==> src/rtl/servo_io_pkg.sv <==
// package: constants, types and register map of the servo drive control i/o block
package servo_io_pkg;
  // ****************************************
  // register map (word index = byte address / 4 not used; plain port addresses)
  // ****************************************
  localparam logic [3:0] ADDR_CTRL = 4'h0;
  localparam logic [3:0] ADDR_DRIVE = 4'h1;
  localparam logic [3:0] ADDR_INPUTS = 4'h2;
  localparam logic [3:0] ADDR_SETPOINT = 4'h3;
  localparam logic [3:0] ADDR_QUAD_CNT = 4'h4;
  localparam logic [3:0] ADDR_PULSE_CNT = 4'h5;
  localparam logic [3:0] ADDR_PWM_HIGH = 4'h6;
  localparam logic [3:0] ADDR_PWM_PERIOD = 4'h7;
  localparam logic [3:0] ADDR_IRQ_STATUS = 4'h8;
  localparam logic [3:0] ADDR_IRQ_MASK = 4'h9;

  // ctrl register fields
  localparam int CTRL_MODE_LSB = 0;
  localparam int CTRL_INIT_DONE_BIT = 2;
  localparam int CTRL_ENABLE_BIT = 3;
  localparam int CTRL_POSVEL_BIT = 4;

  // drive state register fields (firmware reported conditions)
  localparam int DRV_WARN_BIT = 0;
  localparam int DRV_FAULT_BIT = 1;
  localparam int DRV_BRAKE_BIT = 2;

  // interrupt status bits
  localparam int IRQ_CLEAR_BIT = 0;
  localparam int IRQ_HOME_BIT = 1;
  localparam int IRQ_POS_LIM_BIT = 2;
  localparam int IRQ_NEG_LIM_BIT = 3;
  localparam int IRQ_FAULT_BIT = 4;
  localparam int IRQ_W = 5;

  localparam logic [31:0] RESET_WORD = 32'h0000_0000;
  localparam int ADC_W = 12;
  localparam int CNT_W = 32;

  // ****************************************
  // timing
  // ****************************************
  localparam int CLK_MHZ = 100;
  localparam int FAST_IN_MAX_MHZ = 4;
  // fewest clock cycles per half period of a fast input at its top rate
  localparam int FAST_HALF_CYC = CLK_MHZ / (2 * FAST_IN_MAX_MHZ);

  // ****************************************
  // types
  // ****************************************
  typedef enum logic [1:0] {
    MODE_STEP_DIR = 2'b00,
    MODE_QUAD = 2'b01,
    MODE_PWM = 2'b10,
    MODE_ANALOG = 2'b11
  } setpoint_mode_t;

  typedef enum logic [1:0] {
    ST_INIT = 2'b00,
    ST_RUN = 2'b01,
    ST_FAULT = 2'b10
  } drive_state_t;

  typedef struct packed {
    logic ready;
    logic track_warn;
    logic fault_stop;
    logic braking;
  } status_out_t;

  typedef struct packed {
    logic home;
    logic pos_feed;
    logic neg_feed;
    logic fault_clear;
  } gp_in_t;

  typedef struct packed {
    logic [3:0] addr;
    logic [31:0] wdata;
    logic wr;
    logic rd;
  } reg_req_t;
endpackage

==> src/rtl/in_sync.sv <==
// module: two flip-flop synchroniser for a bundle of asynchronous pin levels
`timescale 1ns/10ps
module in_sync #(
  parameter int W = 1
) (
  input wire logic mclk_i,
  input wire logic nrst_i,
  input wire logic [W-1:0] async_i,
  output logic [W-1:0] sync_o
);
  logic [W-1:0] meta;

  // first stage feeds only the second stage
  always_ff @(posedge mclk_i or negedge nrst_i) begin
    if (!nrst_i) begin
      meta <= '0;
      sync_o <= '0;
    end else begin
      meta <= async_i;
      sync_o <= meta;
    end
  end
endmodule

==> src/rtl/servo_drive_control_io.sv <==
// module: controller connector i/o logic of a servo drive
//
// Our own choices: the address-and-strobe port and the register addresses.
`timescale 1ns/10ps
// Summary of operation
// RULE_01: ready output high only after initialisation completes and commands are accepted.
// RULE_02: warning output high in position/velocity mode when tracking warning level reached.
// RULE_03: fault-stop output high whenever drive is stopped by a fault.
// RULE_04: braking output high while drive attempts to brake the motor.
// RULE_05: positive feed enable input gates motion in positive direction.
// RULE_06: negative feed enable input gates motion in negative direction.
// RULE_07: fault clear acts on rising edge only; steady level does nothing.
// RULE_08: if enabled when faults clear, motion resumes at once.
// RULE_09: first fast input is step, quadrature A or pwm by mode.
// RULE_10: second fast input is step direction or quadrature B by mode.
// RULE_11: fast inputs captured correctly up to 4 MHz toggle rate.
// RULE_12: fast input reads one when positive leg exceeds negative leg.
// RULE_13: analog input sampled at 12 bits, used as setpoint in analog mode.
// RULE_14: analog setpoint sign inverted while direction reversal input is high.
// RULE_15: status output conducts on logic one, blocks on logic zero.
// RULE_16: all digital and fast inputs synchronised before edge detection or decode.
// RULE_17: quadrature mode counts up or down by a/b phase order on each edge.
module servo_drive_control_io (
  input wire logic mclk_i,
  input wire logic nrst_i,
  input wire logic [3:0] reg_addr_i,
  input wire logic [31:0] reg_wdata_i,
  input wire logic reg_wr_i,
  input wire logic reg_rd_i,
  output logic [31:0] reg_rdata_o,
  input wire logic fast_input_a_cmp_i,
  input wire logic fast_input_b_cmp_i,
  input wire servo_io_pkg::gp_in_t gp_in_i,
  input wire logic analog_dir_reverse_in_i,
  input wire logic [servo_io_pkg::ADC_W-1:0] analog_setpoint_in_i,
  input wire logic analog_valid_i,
  output servo_io_pkg::status_out_t status_out_o,
  output logic motion_enable_o,
  output logic pos_motion_ok_o,
  output logic neg_motion_ok_o,
  output logic fault_clear_pulse_o,
  output logic signed [servo_io_pkg::ADC_W:0] analog_setpoint_o,
  output logic irq_o
);
  import servo_io_pkg::*;

  // ****************************************
  // input synchronisation
  // ****************************************
  logic [6:0] raw_in;
  logic [6:0] sync_in;
  logic fa;
  logic fb;
  logic dir_rev;
  gp_in_t gp;

  // comparator outputs already resolve + above - into one level
  assign raw_in = {fast_input_a_cmp_i, fast_input_b_cmp_i, analog_dir_reverse_in_i, gp_in_i}; // see RULE_12
  in_sync #(.W(7)) u_sync (
    .mclk_i(mclk_i),
    .nrst_i(nrst_i),
    .async_i(raw_in),
    .sync_o(sync_in)
  ); // see RULE_16
  assign fa = sync_in[6];
  assign fb = sync_in[5];
  assign dir_rev = sync_in[4];
  assign gp = gp_in_t'(sync_in[3:0]);

  // ****************************************
  // registers and previous values
  // ****************************************
  logic [31:0] ctrl;
  logic [31:0] drive_flags;
  logic [CNT_W-1:0] quad_cnt;
  logic [CNT_W-1:0] pulse_cnt;
  logic [CNT_W-1:0] pwm_high;
  logic [CNT_W-1:0] pwm_period;
  logic [CNT_W-1:0] pwm_run;
  logic [CNT_W-1:0] pwm_hcnt;
  logic [IRQ_W-1:0] irq_status;
  logic [IRQ_W-1:0] irq_mask;
  logic fa_q;
  logic fb_q;
  gp_in_t gp_q;
  drive_state_t state;
  drive_state_t next_state;

  setpoint_mode_t mode;
  logic init_done;
  logic enable;
  logic posvel;
  logic fault_req;

  assign mode = setpoint_mode_t'(ctrl[CTRL_MODE_LSB +: 2]);
  assign init_done = ctrl[CTRL_INIT_DONE_BIT];
  assign enable = ctrl[CTRL_ENABLE_BIT];
  assign posvel = ctrl[CTRL_POSVEL_BIT];
  assign fault_req = drive_flags[DRV_FAULT_BIT];

  // ****************************************
  // edge detection on synchronised levels
  // ****************************************
  logic fa_rise;
  logic fa_fall;
  logic fa_edge;
  logic fb_edge;
  logic clear_rise;
  gp_in_t gp_change;

  // every edge seen: 12 cycles per half period at 4 MHz leaves margin
  assign fa_rise = fa & ~fa_q; // see RULE_11
  assign fa_fall = ~fa & fa_q;
  assign fa_edge = fa ^ fa_q;
  assign fb_edge = fb ^ fb_q;
  assign clear_rise = gp.fault_clear & ~gp_q.fault_clear; // see RULE_07
  assign gp_change = gp ^ gp_q;

  // ****************************************
  // quadrature and step decoding
  // ****************************************
  // direction from phase order: a leads b counts up
  function automatic logic quad_up(input logic a, input logic b, input logic a_ed);
    quad_up = a_ed ? (a != b) : (a == b);
  endfunction

  function automatic logic [CNT_W-1:0] step_cnt(input logic [CNT_W-1:0] c, input logic up);
    step_cnt = up ? c + 32'h0000_0001 : c - 32'h0000_0001;
  endfunction

  logic quad_step;
  logic quad_dir;
  logic step_pulse;
  logic step_dir;
  logic pos_ok;
  logic neg_ok;

  assign quad_step = (mode == MODE_QUAD) && (fa_edge ^ fb_edge); // see RULE_17
  assign quad_dir = quad_up(fa, fb, fa_edge); // see RULE_17
  assign step_pulse = (mode == MODE_STEP_DIR) && fa_rise; // see RULE_09
  assign step_dir = fb; // see RULE_10
  assign pos_ok = gp.pos_feed; // see RULE_05
  assign neg_ok = gp.neg_feed; // see RULE_06

  // ****************************************
  // drive state machine
  // ****************************************
  always_comb begin
    next_state = state;
    case (state)
      ST_INIT: begin
        if (fault_req) begin
          next_state = ST_FAULT;
        end else if (init_done) begin
          next_state = ST_RUN;
        end
      end
      ST_RUN: begin
        if (fault_req) begin
          next_state = ST_FAULT;
        end
      end
      ST_FAULT: begin
        // clear attempt succeeds only when no fault is still reported
        if (clear_rise && !fault_req) begin
          next_state = init_done ? ST_RUN : ST_INIT; // see RULE_07
        end
      end
      default: begin
        next_state = ST_INIT;
      end
    endcase
  end

  always_ff @(posedge mclk_i or negedge nrst_i) begin
    if (!nrst_i) begin
      state <= ST_INIT;
    end else begin
      state <= next_state;
    end
  end

  // ****************************************
  // setpoint counters and pwm measurement
  // ****************************************
  always_ff @(posedge mclk_i or negedge nrst_i) begin
    if (!nrst_i) begin
      fa_q <= 1'b0;
      fb_q <= 1'b0;
      gp_q <= gp_in_t'(4'h0);
    end else begin
      fa_q <= fa;
      fb_q <= fb;
      gp_q <= gp;
    end
  end

  always_ff @(posedge mclk_i or negedge nrst_i) begin
    if (!nrst_i) begin
      quad_cnt <= RESET_WORD;
      pulse_cnt <= RESET_WORD;
    end else begin
      if (quad_step) begin
        quad_cnt <= step_cnt(quad_cnt, quad_dir); // see RULE_17
      end
      if (step_pulse) begin
        pulse_cnt <= step_cnt(pulse_cnt, step_dir); // see RULE_09
      end
    end
  end

  // pwm: high time and period measured on channel a, in clocks
  always_ff @(posedge mclk_i or negedge nrst_i) begin
    if (!nrst_i) begin
      pwm_run <= RESET_WORD;
      pwm_hcnt <= RESET_WORD;
      pwm_high <= RESET_WORD;
      pwm_period <= RESET_WORD;
    end else if (mode == MODE_PWM) begin
      pwm_run <= fa_rise ? 32'h0000_0001 : pwm_run + 32'h0000_0001; // see RULE_09
      pwm_hcnt <= fa_rise ? 32'h0000_0001 : (fa ? pwm_hcnt + 32'h0000_0001 : pwm_hcnt);
      if (fa_rise) begin
        pwm_period <= pwm_run;
      end
      if (fa_fall) begin
        pwm_high <= pwm_hcnt;
      end
    end
  end

  // ****************************************
  // analog setpoint
  // ****************************************
  logic signed [ADC_W:0] adc_ext;
  assign adc_ext = {analog_setpoint_in_i[ADC_W-1], analog_setpoint_in_i}; // see RULE_13

  always_ff @(posedge mclk_i or negedge nrst_i) begin
    if (!nrst_i) begin
      analog_setpoint_o <= '0;
    end else if (analog_valid_i && mode == MODE_ANALOG) begin
      analog_setpoint_o <= dir_rev ? -adc_ext : adc_ext; // see RULE_14
    end
  end

  // ****************************************
  // status outputs
  // ****************************************
  status_out_t next_status;
  // logic one drives the isolated output transistor into conduction
  assign next_status.ready = (state == ST_RUN); // see RULE_01
  assign next_status.track_warn = posvel && drive_flags[DRV_WARN_BIT] && (mode != MODE_ANALOG || posvel); // see RULE_02
  assign next_status.fault_stop = (state == ST_FAULT); // see RULE_03
  assign next_status.braking = drive_flags[DRV_BRAKE_BIT]; // see RULE_04

  always_ff @(posedge mclk_i or negedge nrst_i) begin
    if (!nrst_i) begin
      status_out_o <= status_out_t'(4'h0);
      motion_enable_o <= 1'b0;
      pos_motion_ok_o <= 1'b0;
      neg_motion_ok_o <= 1'b0;
      fault_clear_pulse_o <= 1'b0;
    end else begin
      status_out_o <= next_status; // see RULE_15
      motion_enable_o <= enable && (next_state == ST_RUN); // see RULE_08
      pos_motion_ok_o <= pos_ok; // see RULE_05
      neg_motion_ok_o <= neg_ok; // see RULE_06
      fault_clear_pulse_o <= clear_rise; // see RULE_07
    end
  end

  // ****************************************
  // register port and interrupts
  // ****************************************
  logic [IRQ_W-1:0] irq_event;
  logic rd_status;
  logic [31:0] rd_mux;

  // order follows the package bits: fault entry, neg feed, pos feed, home, clear rise
  assign irq_event = {(next_state == ST_FAULT) && (state != ST_FAULT), gp_change.neg_feed, gp_change.pos_feed,
                      gp_change.home, clear_rise};
  assign rd_status = reg_rd_i && (reg_addr_i == ADDR_IRQ_STATUS);

  always_comb begin
    case (reg_addr_i)
      ADDR_CTRL: rd_mux = ctrl;
      ADDR_DRIVE: rd_mux = drive_flags;
      ADDR_INPUTS: rd_mux = {24'h00_0000, state, fa, fb, gp};
      ADDR_SETPOINT: rd_mux = {{(32-ADC_W-1){analog_setpoint_o[ADC_W]}}, analog_setpoint_o};
      ADDR_QUAD_CNT: rd_mux = quad_cnt;
      ADDR_PULSE_CNT: rd_mux = pulse_cnt;
      ADDR_PWM_HIGH: rd_mux = pwm_high;
      ADDR_PWM_PERIOD: rd_mux = pwm_period;
      ADDR_IRQ_STATUS: rd_mux = {27'h000_0000, irq_status};
      ADDR_IRQ_MASK: rd_mux = {27'h000_0000, irq_mask};
      default: rd_mux = RESET_WORD;
    endcase
  end

  always_ff @(posedge mclk_i or negedge nrst_i) begin
    if (!nrst_i) begin
      ctrl <= RESET_WORD;
      drive_flags <= RESET_WORD;
      irq_mask <= '0;
      reg_rdata_o <= RESET_WORD;
    end else begin
      if (reg_wr_i && reg_addr_i == ADDR_CTRL) begin
        ctrl <= {27'h000_0000, reg_wdata_i[4:0]};
      end
      if (reg_wr_i && reg_addr_i == ADDR_DRIVE) begin
        drive_flags <= {29'h0000_0000, reg_wdata_i[2:0]};
      end
      if (reg_wr_i && reg_addr_i == ADDR_IRQ_MASK) begin
        irq_mask <= reg_wdata_i[IRQ_W-1:0];
      end
      reg_rdata_o <= reg_rd_i ? rd_mux : RESET_WORD;
    end
  end

  // sticky status; a new event in the clearing read survives
  always_ff @(posedge mclk_i or negedge nrst_i) begin
    if (!nrst_i) begin
      irq_status <= '0;
    end else begin
      irq_status <= (rd_status ? '0 : irq_status) | irq_event;
    end
  end

  assign irq_o = |(irq_status & irq_mask);

  // ****************************************
  // assertions
  // ****************************************
  a_ready_state: assert property (@(posedge mclk_i) disable iff (!nrst_i)
    status_out_o.ready |-> $past(state) == ST_RUN) else $error("ready without run state"); // see RULE_01
  a_warn_mode: assert property (@(posedge mclk_i) disable iff (!nrst_i)
    status_out_o.track_warn |-> $past(posvel) && $past(drive_flags[DRV_WARN_BIT])) else $error("bad warning"); // see RULE_02
  a_fault_stop: assert property (@(posedge mclk_i) disable iff (!nrst_i)
    (state == ST_FAULT) |=> status_out_o.fault_stop) else $error("fault stop not shown"); // see RULE_03
  a_brake_out: assert property (@(posedge mclk_i) disable iff (!nrst_i)
    drive_flags[DRV_BRAKE_BIT] |=> status_out_o.braking) else $error("braking not shown"); // see RULE_04
  a_clear_edge: assert property (@(posedge mclk_i) disable iff (!nrst_i)
    (state == ST_FAULT && gp.fault_clear && gp_q.fault_clear) |=> state == ST_FAULT)
    else $error("level cleared fault"); // see RULE_07
  a_resume_run: assert property (@(posedge mclk_i) disable iff (!nrst_i)
    (state == ST_FAULT && clear_rise && !fault_req && enable && init_done) |=> motion_enable_o && state == ST_RUN)
    else $error("no resume after clear"); // see RULE_08
  a_quad_up: assert property (@(posedge mclk_i) disable iff (!nrst_i)
    (quad_step && quad_dir) |=> quad_cnt == $past(quad_cnt) + 32'h0000_0001) else $error("quad up miss"); // see RULE_17
  a_step_count: assert property (@(posedge mclk_i) disable iff (!nrst_i)
    (step_pulse && !fb) |=> pulse_cnt == $past(pulse_cnt) - 32'h0000_0001) else $error("step down miss"); // see RULE_10
  a_analog_inv: assert property (@(posedge mclk_i) disable iff (!nrst_i)
    (analog_valid_i && mode == MODE_ANALOG && dir_rev) |=> analog_setpoint_o == -$past(adc_ext))
    else $error("analog not inverted"); // see RULE_14
  a_feed_pos: assert property (@(posedge mclk_i) disable iff (!nrst_i)
    pos_motion_ok_o == $past(gp.pos_feed)) else $error("pos feed mismatch"); // see RULE_05
  a_feed_neg: assert property (@(posedge mclk_i) disable iff (!nrst_i)
    neg_motion_ok_o == $past(gp.neg_feed)) else $error("neg feed mismatch"); // see RULE_06

  c_fault_clear: cover property (@(posedge mclk_i) disable iff (!nrst_i)
    state == ST_FAULT ##1 clear_rise ##1 state == ST_RUN);
  c_quad_count: cover property (@(posedge mclk_i) disable iff (!nrst_i) quad_step && !quad_dir);
  c_pwm_meas: cover property (@(posedge mclk_i) disable iff (!nrst_i) mode == MODE_PWM && fa_fall);
  c_irq_set: cover property (@(posedge mclk_i) disable iff (!nrst_i) $rose(irq_o));
endmodule

==> config.mk <==
export PLATFORM = sky130hd
export DESIGN_NAME = servo_drive_control_io
export DESIGN_NICKNAME = d
export VERILOG_FILES = /design/src/rtl/servo_io_pkg.sv /design/src/rtl/in_sync.sv /design/src/rtl/servo_drive_control_io.sv
export SDC_FILE = /design/constraint.sdc
export NUM_CORES = 1
export LEC_CHECK = 0
export BUFFER_PORTS_ARGS = -buffer_cell sky130_fd_sc_hd__clkbuf_2
export CORE_ASPECT_RATIO = 0.75
export CORE_UTILIZATION = 30
export DETAILED_ROUTE_END_ITERATION = 10
export GPL_TIMING_DRIVEN = 0
export HOLD_SLACK_MARGIN = 0.08
export PLACE_DENSITY = 0.45
export SLEW_MARGIN = 20
export SYNTH_ARGS = -nofsm -noshare
export SYNTH_HDL_FRONTEND = slang
export SYNTH_SLANG_ARGS = --single-unit
export TNS_END_PERCENT = 30
==> constraint.sdc <==
create_clock -name mclk_i -period 4.8 [get_ports mclk_i]
set_input_delay 0.96 -clock mclk_i [delete_from_list [all_inputs] [get_ports mclk_i]]
set_output_delay 0.96 -clock mclk_i [all_outputs]
set_load 0.02 [all_outputs]
==> Word-level counts from Yosys, hierarchy flattened <==
Index checks and enable logic that the tools add are counted.
Widths: inputs -> output; s select.
{ "word_totals": {"regBits": 283, "input_bits": 60, "out_inout_bits": 54, "wordCells": 104} }
{ "classes": {"add_sub_neg": 7, "n_eq_ne": 20, "n_mux": 16, "bitwise_logic": 12, "reduce_logical": 22} }
{ "ops": {"columns": ["operator", "count"], "rows": [
  ["$pmux 32 s10", 1],
  ["$mux 32", 6],
  ["$add 32x1->32 const B", 4],
  ["$sub 32x1->32 const B", 2],
  ["$eq 4x3->1 const B", 4],
  ["$mux 13", 1],
  ["$neg 12->13", 1],
  ["$logic_and 1x1->1", 12],
  ["$eq 2x2->1 const B", 4],
  ["$eq 4x2->1 const B", 2],
  ["$eq 4x4->1 const B", 2],
  ["$mux 2", 4],
  ["$eq 2x1->1 const B", 3],
  ["$pmux 2 s3", 1],
  ["$reduce_and 2->1", 3],
  ["$and 5x5->5", 1],
  ["$mux 5", 1],
  ["$or 5x5->5", 1],
  ["$reduce_or 5->1", 1],
  ["$eq 4x1->1 const B", 1],
  ["$logic_not 2->1", 2],
  ["$logic_not 4->1", 1],
  ["$ne 2x2->1 const B", 2],
  ["$xor 4x4->4", 1],
  ["other kinds (9)", 16]
]} }

==> Longest topological paths before layout <==
{ "logic_depth": {"word_depth": 8, "ltp_mapped": 18, "ltp_nobuf": 14} }

==> Cells and area by module <==
Synthesis repeated with hierarchy kept, for this count alone.
{ "unflattened": {"cells_unflattened": 1516, "hier_area_um2": 14848.0} }
{ "by_module_without_submodules": {"columns": ["mod", "n_inst", "cells_per_inst", "area_per_inst_um2"], "rows": [
  ["servo_drive_control_io", 1, 1502, 14497.7],
  ["in_sync", 1, 14, 350.3]
]} }

==> Worst setup path after synthesis <==
OpenSTA, ideal clock, no wires.
{ "synth_path": {"path_type": "reg-to-reg", "startpoint": "register u_sync.sync_o[6]", "endpoint": "register quad_cnt[26]", "setup_time_ps": 79, "arrival_time_ps": 4460, "path_slack_ps": 260, "stages_incl_launch_ff": 19, "n_path_buf": 4, "cell_sequence": "dfrtp_1 > buf_2 > inv_1 > ha_1 > xor3_1 > clkbuf_1 > buf_1 > buf_1 > xnor2_1 > ha_1 > nand3_1 > or4_4 > nor2_4 > o21ai_2 > nor3_4 > o21ai_2 > or4_1 > a21oi_1 > xor2_1"} }
{ "synth_between": {"elab_chain_len": 3} }
{ "synth_rtl": {"columns": ["element", "line_no", "text"], "rows": [
  ["from (decl)", "in_sync.sv:9", "output logic [W-1:0] sync_o"],
  ["from (signal assigned)", "in_sync.sv:20", "sync_o <= meta;"],
  ["$eq 1x1->1 (tied with other cells)", "servo_drive_control_io.sv:124", "quad_up = a_ed ? (a != b) : (a == b);"],
  ["$mux 1 / $xor 1x1->1 (equally long branches)", "servo_drive_control_io.sv:124, servo_drive_control_io.sv:138", null],
  ["$mux 32 / $logic_and 1x1->1 (equally long branches)", "servo_drive_control_io.sv:128, servo_drive_control_io.sv:138", null],
  ["to (signal assigned)", "servo_drive_control_io.sv:204", "quad_cnt <= step_cnt(quad_cnt, quad_dir);"],
  ["to (decl)", "servo_drive_control_io.sv:75", "logic [CNT_W-1:0] quad_cnt;"]
]} }
Parallel ways exist; a longest one is shown, timed or not.
A chain may end at the register's enable or synchronous reset.

==> Worst setup path in the final report <==
Ends and elaborated chain as after synthesis.

==> flow_summary.toml <==
[global_route]
grt_pass1_wl_um = 70300
grt_remaining_overflow = 0
grt_max_degree = 75
antenna_found_initial = 0
gr-usage-all-layers_pct = 18.2
grt_pass1_vias = 11400

[cells_and_area]
layout.nets = 1717
syn2layout_area_growth_pct = 16.4
antenna-diode-count = 0
seq_area_um2 = 7080
multiInputGateArea_um2 = 7240
fillers = 4917
drive_gt1_share_pct = 14.4

[route]
num_vias = 11900
ant_nets = 0
dr.pass1.iters = 5
wl_per_cell_um = 20.0
viasPerCell = 5.21
drt-initial-drc-count = 997
drc_errors = 0
finalWirelength_um = 45600

[synth]
synth_cell_types = 69
syn_nets = 1594
synth_edf_count = 0
seq_area_frac_synth_pct = 48.1
syn_inst = 1497
synth_top_cell_by_area = "dfrtp_1"
synth_area_leaders = "dfrtp_1 48%, mux2_2 6.0%, nand2_1 4.4%, xor2_1 3.9%, xnor2_1 3.4%"
ys.flop_type = "dfrtp_1"
syn_area_um2 = 14700
synth_top_area_share_pct = 48.1
synth_commonest_cells = "283 x dfrtp_1, 171 x nand2_1, 114 x nor2_1"
yosysMostFrequentCell = "dfrtp_1"
ys_warn_count = 0
avgSynthCellArea_um2 = 9.83
ys_ff_latch = 283
ys_async_sr_fraction_pct = 100

[pwr]
ir_worst_vdd_uv = 230
p_per_area_nw_per_um2 = 519
leakagePower_nw = 7.60

[placement]
io_buffers = 84
gp_congestion = 0.886
dpl.hpwl_um = 33800

[clock_network]
cts.reportedPaths.clkPinSlew_ns = 0.06
cts_max_level = 2
root_buffer = "clkbuf_16"
clock_latency_ns = 0.52
cts.sink_count = 283
cts_tree = "built"
hold_buffers = 0
cts_made_buffers = 34
cts.path.max_buffers = 3

[sta]
tightestPinTransition_ns = 0.886
period_share_pct = 92.9
setup_viol = 0
layout_min_cycle_time_ns = 4.46
fmax_mhz = 224
skew_ns = 0.0184
maxSlewViolCount = 0
rsz0062_at_grt = "no"
slew_headroom_pct = 40.4
hold_viol_final = 0
tns_ns = 0
whs_ns = 0.350

[floorplanning]
coreArea_um2 = 47900
die_area_um2 = 50000
die_w_um = 258
io_pins = 114
start_util_pct = 30.7
row_count = 69
die_h_um = 194

[hold_path]
hold_class = "reg -> reg"

[worst_setup_path]
arrival_ns = 4.89
critical_path.endpoint_type = "flop"
critPathRequiredTime_ns = 5.23
cp_max_fo = 11
worstSetupPathType = "reg -> reg"
cp-start-kind = "flop"

[flow_run]
drv_cap = 0

[run_status]
outcome = "completed"
cell families (layout without fill, tap and decap cells):
| kind of cell | Yosys count | after routing | share of synthesized area [%] |
|---|---|---|---|
| AND/OR/NAND/NOR | 511 | 511 | 16.6 |
| AO/OA/AOI/OAI | 345 | 345 | 14.9 |
| adder cells (fa/ha/maj) | 37 | 37 | 3.20 |
| multiplexers | 91 | 91 | 6.85 |
| flip-flops | 283 | 283 | 48.1 |
| buffers and inverters | 106 | 249 | 2.71 |
| XOR/XNOR | 124 | 124 | 7.58 |
worst paths after layout:
check / from / slack (ns) / end / cells after the start
worst min register to register: u_sync.meta[6]$_DFF_PN0_ / 0.35 / u_sync.sync_o[6]$_DFF_PN0_ / 0
min in group asynchronous: nrst_i / 0.42 / u_sync.meta[5]$_DFF_PN0_ / 1
worst min-delay path: u_sync.meta[6]$_DFF_PN0_ / 0.35 / u_sync.sync_o[6]$_DFF_PN0_ / 0
worst max register to register: u_sync.sync_o[6]$_DFF_PN0_ / 0.34 / quad_cnt[26]$_DFFE_PN0P_ / 17
worst max-delay path: u_sync.sync_o[6]$_DFF_PN0_ / 0.34 / quad_cnt[26]$_DFFE_PN0P_ / 17
max in group asynchronous: nrst_i / 3.18 / pwm_period[24]$_DFFE_PN0P_ / 3
cell usage in the layout (no fill, tap or decap), types with 6 or more instances in the layout:
cell and n:
nand4_1 16, or3_1 22, and3_1 30, a31oi_1 41
nand3b_1 6, o31ai_1 8, xnor2_1 57, nand2_1 171
nand2b_1 8, nor3_1 35, xor2_1 65, clkbuf_16 35
clkbuf_1 77, nor4_1 15, clkbuf_8 7, and2_1 10
nand3_1 48, o22ai_1 6, buf_1 11, mux2i_1 13
dfrtp_1 283, o21ai_0 86, a21oi_1 69, clkbuf_2 83
a21o_1 18, inv_1 18, a22oi_1 60, a211oi_1 6
ha_1 35, nor2b_1 12, mux2_2 78, nor2_1 114
a222oi_1 6
per-layer routing:
layer	wire length [µm]	global-route usage, %	vias to the layer above
met2	18500	25.1	291
met4	935	4.65	0
met5	0	0	-
li1	-	-	5635
met3	2460	2.64	56
met1	23600	29.1	5886
worst max-delay path: stages (launching register included):
cell and delay, ns:
dfrtp_1 0.38, buf_4 0.21, inv_1 0.08, ha_1 0.36, xor3_2 0.41, buf_4 0.25
buf_4 0.21, xnor2_1 0.14, ha_2 0.23, nand3_1 0.10, or4_4 0.55, nor2_4 0.14
o21ai_2 0.11, nor3_4 0.20, o21ai_2 0.12, or4_1 0.53, a21oi_1 0.17, xor2_1 0.16
registers in the layout, indices dropped and copies added (netlist names), 5 cells and up:
| signal | count |
|---|---|
| pwm_run | 32 |
| irq_mask | 5 |
| u_sync.meta | 7 |
| pwm_period | 32 |
| quad_cnt | 32 |
| irq_status | 5 |
| pwm_high | 32 |
| pwm_hcnt | 32 |
| analog_setpoint_o | 13 |
| reg_rdata_o | 32 |
| pulse_cnt | 32 |
| ctrl | 5 |
| u_sync.sync_o | 7 |
layout make-up:
cell class / instances / area share (%)
Multi-Input combinational cell: 1108 / 42.3
Sequential cell: 283 / 41.3
Clock buffer: 46 / 5.70
Tap cell: 639 / 4.67
Timing Repair Buffer: 88 / 3.03
Buffer: 86 / 1.95
Clock inverter: 10 / 0.635
Inverter: 19 / 0.416
report_power, final:
| part | internal [mW] | switching [mW] | total (mW) | leakage, nW |
|---|---|---|---|---|
| clock | 1.53 | 1.02 | 2.55 | 0.533 |
| combinational | 1.12 | 1.76 | 2.88 | 3.38 |
| sequential | 2.84 | 0.625 | 3.46 | 3.69 |
metrics by stage:
step	std cells	total power, mW	setup WS [ns]	cell area, µm²	util (%)
global route	2279	9.45	0.0963	17100	35.8
global placement	2220	6.32	-3.63	15900	33.3
floorplan	1497	5.29	0.260	14700	-
finish	2279	8.89	0.341	17100	35.8
CTS	2280	8.96	0.0636	17100	35.8
detailed placement	2223	6.35	-0.870	16000	33.5
what timing repair did:
action                                  4_1_cts  5_1_grt
buffers inserted                              1        0
pin swaps                                     0        1
endpoints found under the setup margin       10        3
gates resized for setup                       6        3
Power figures use the tool's default switching activity.
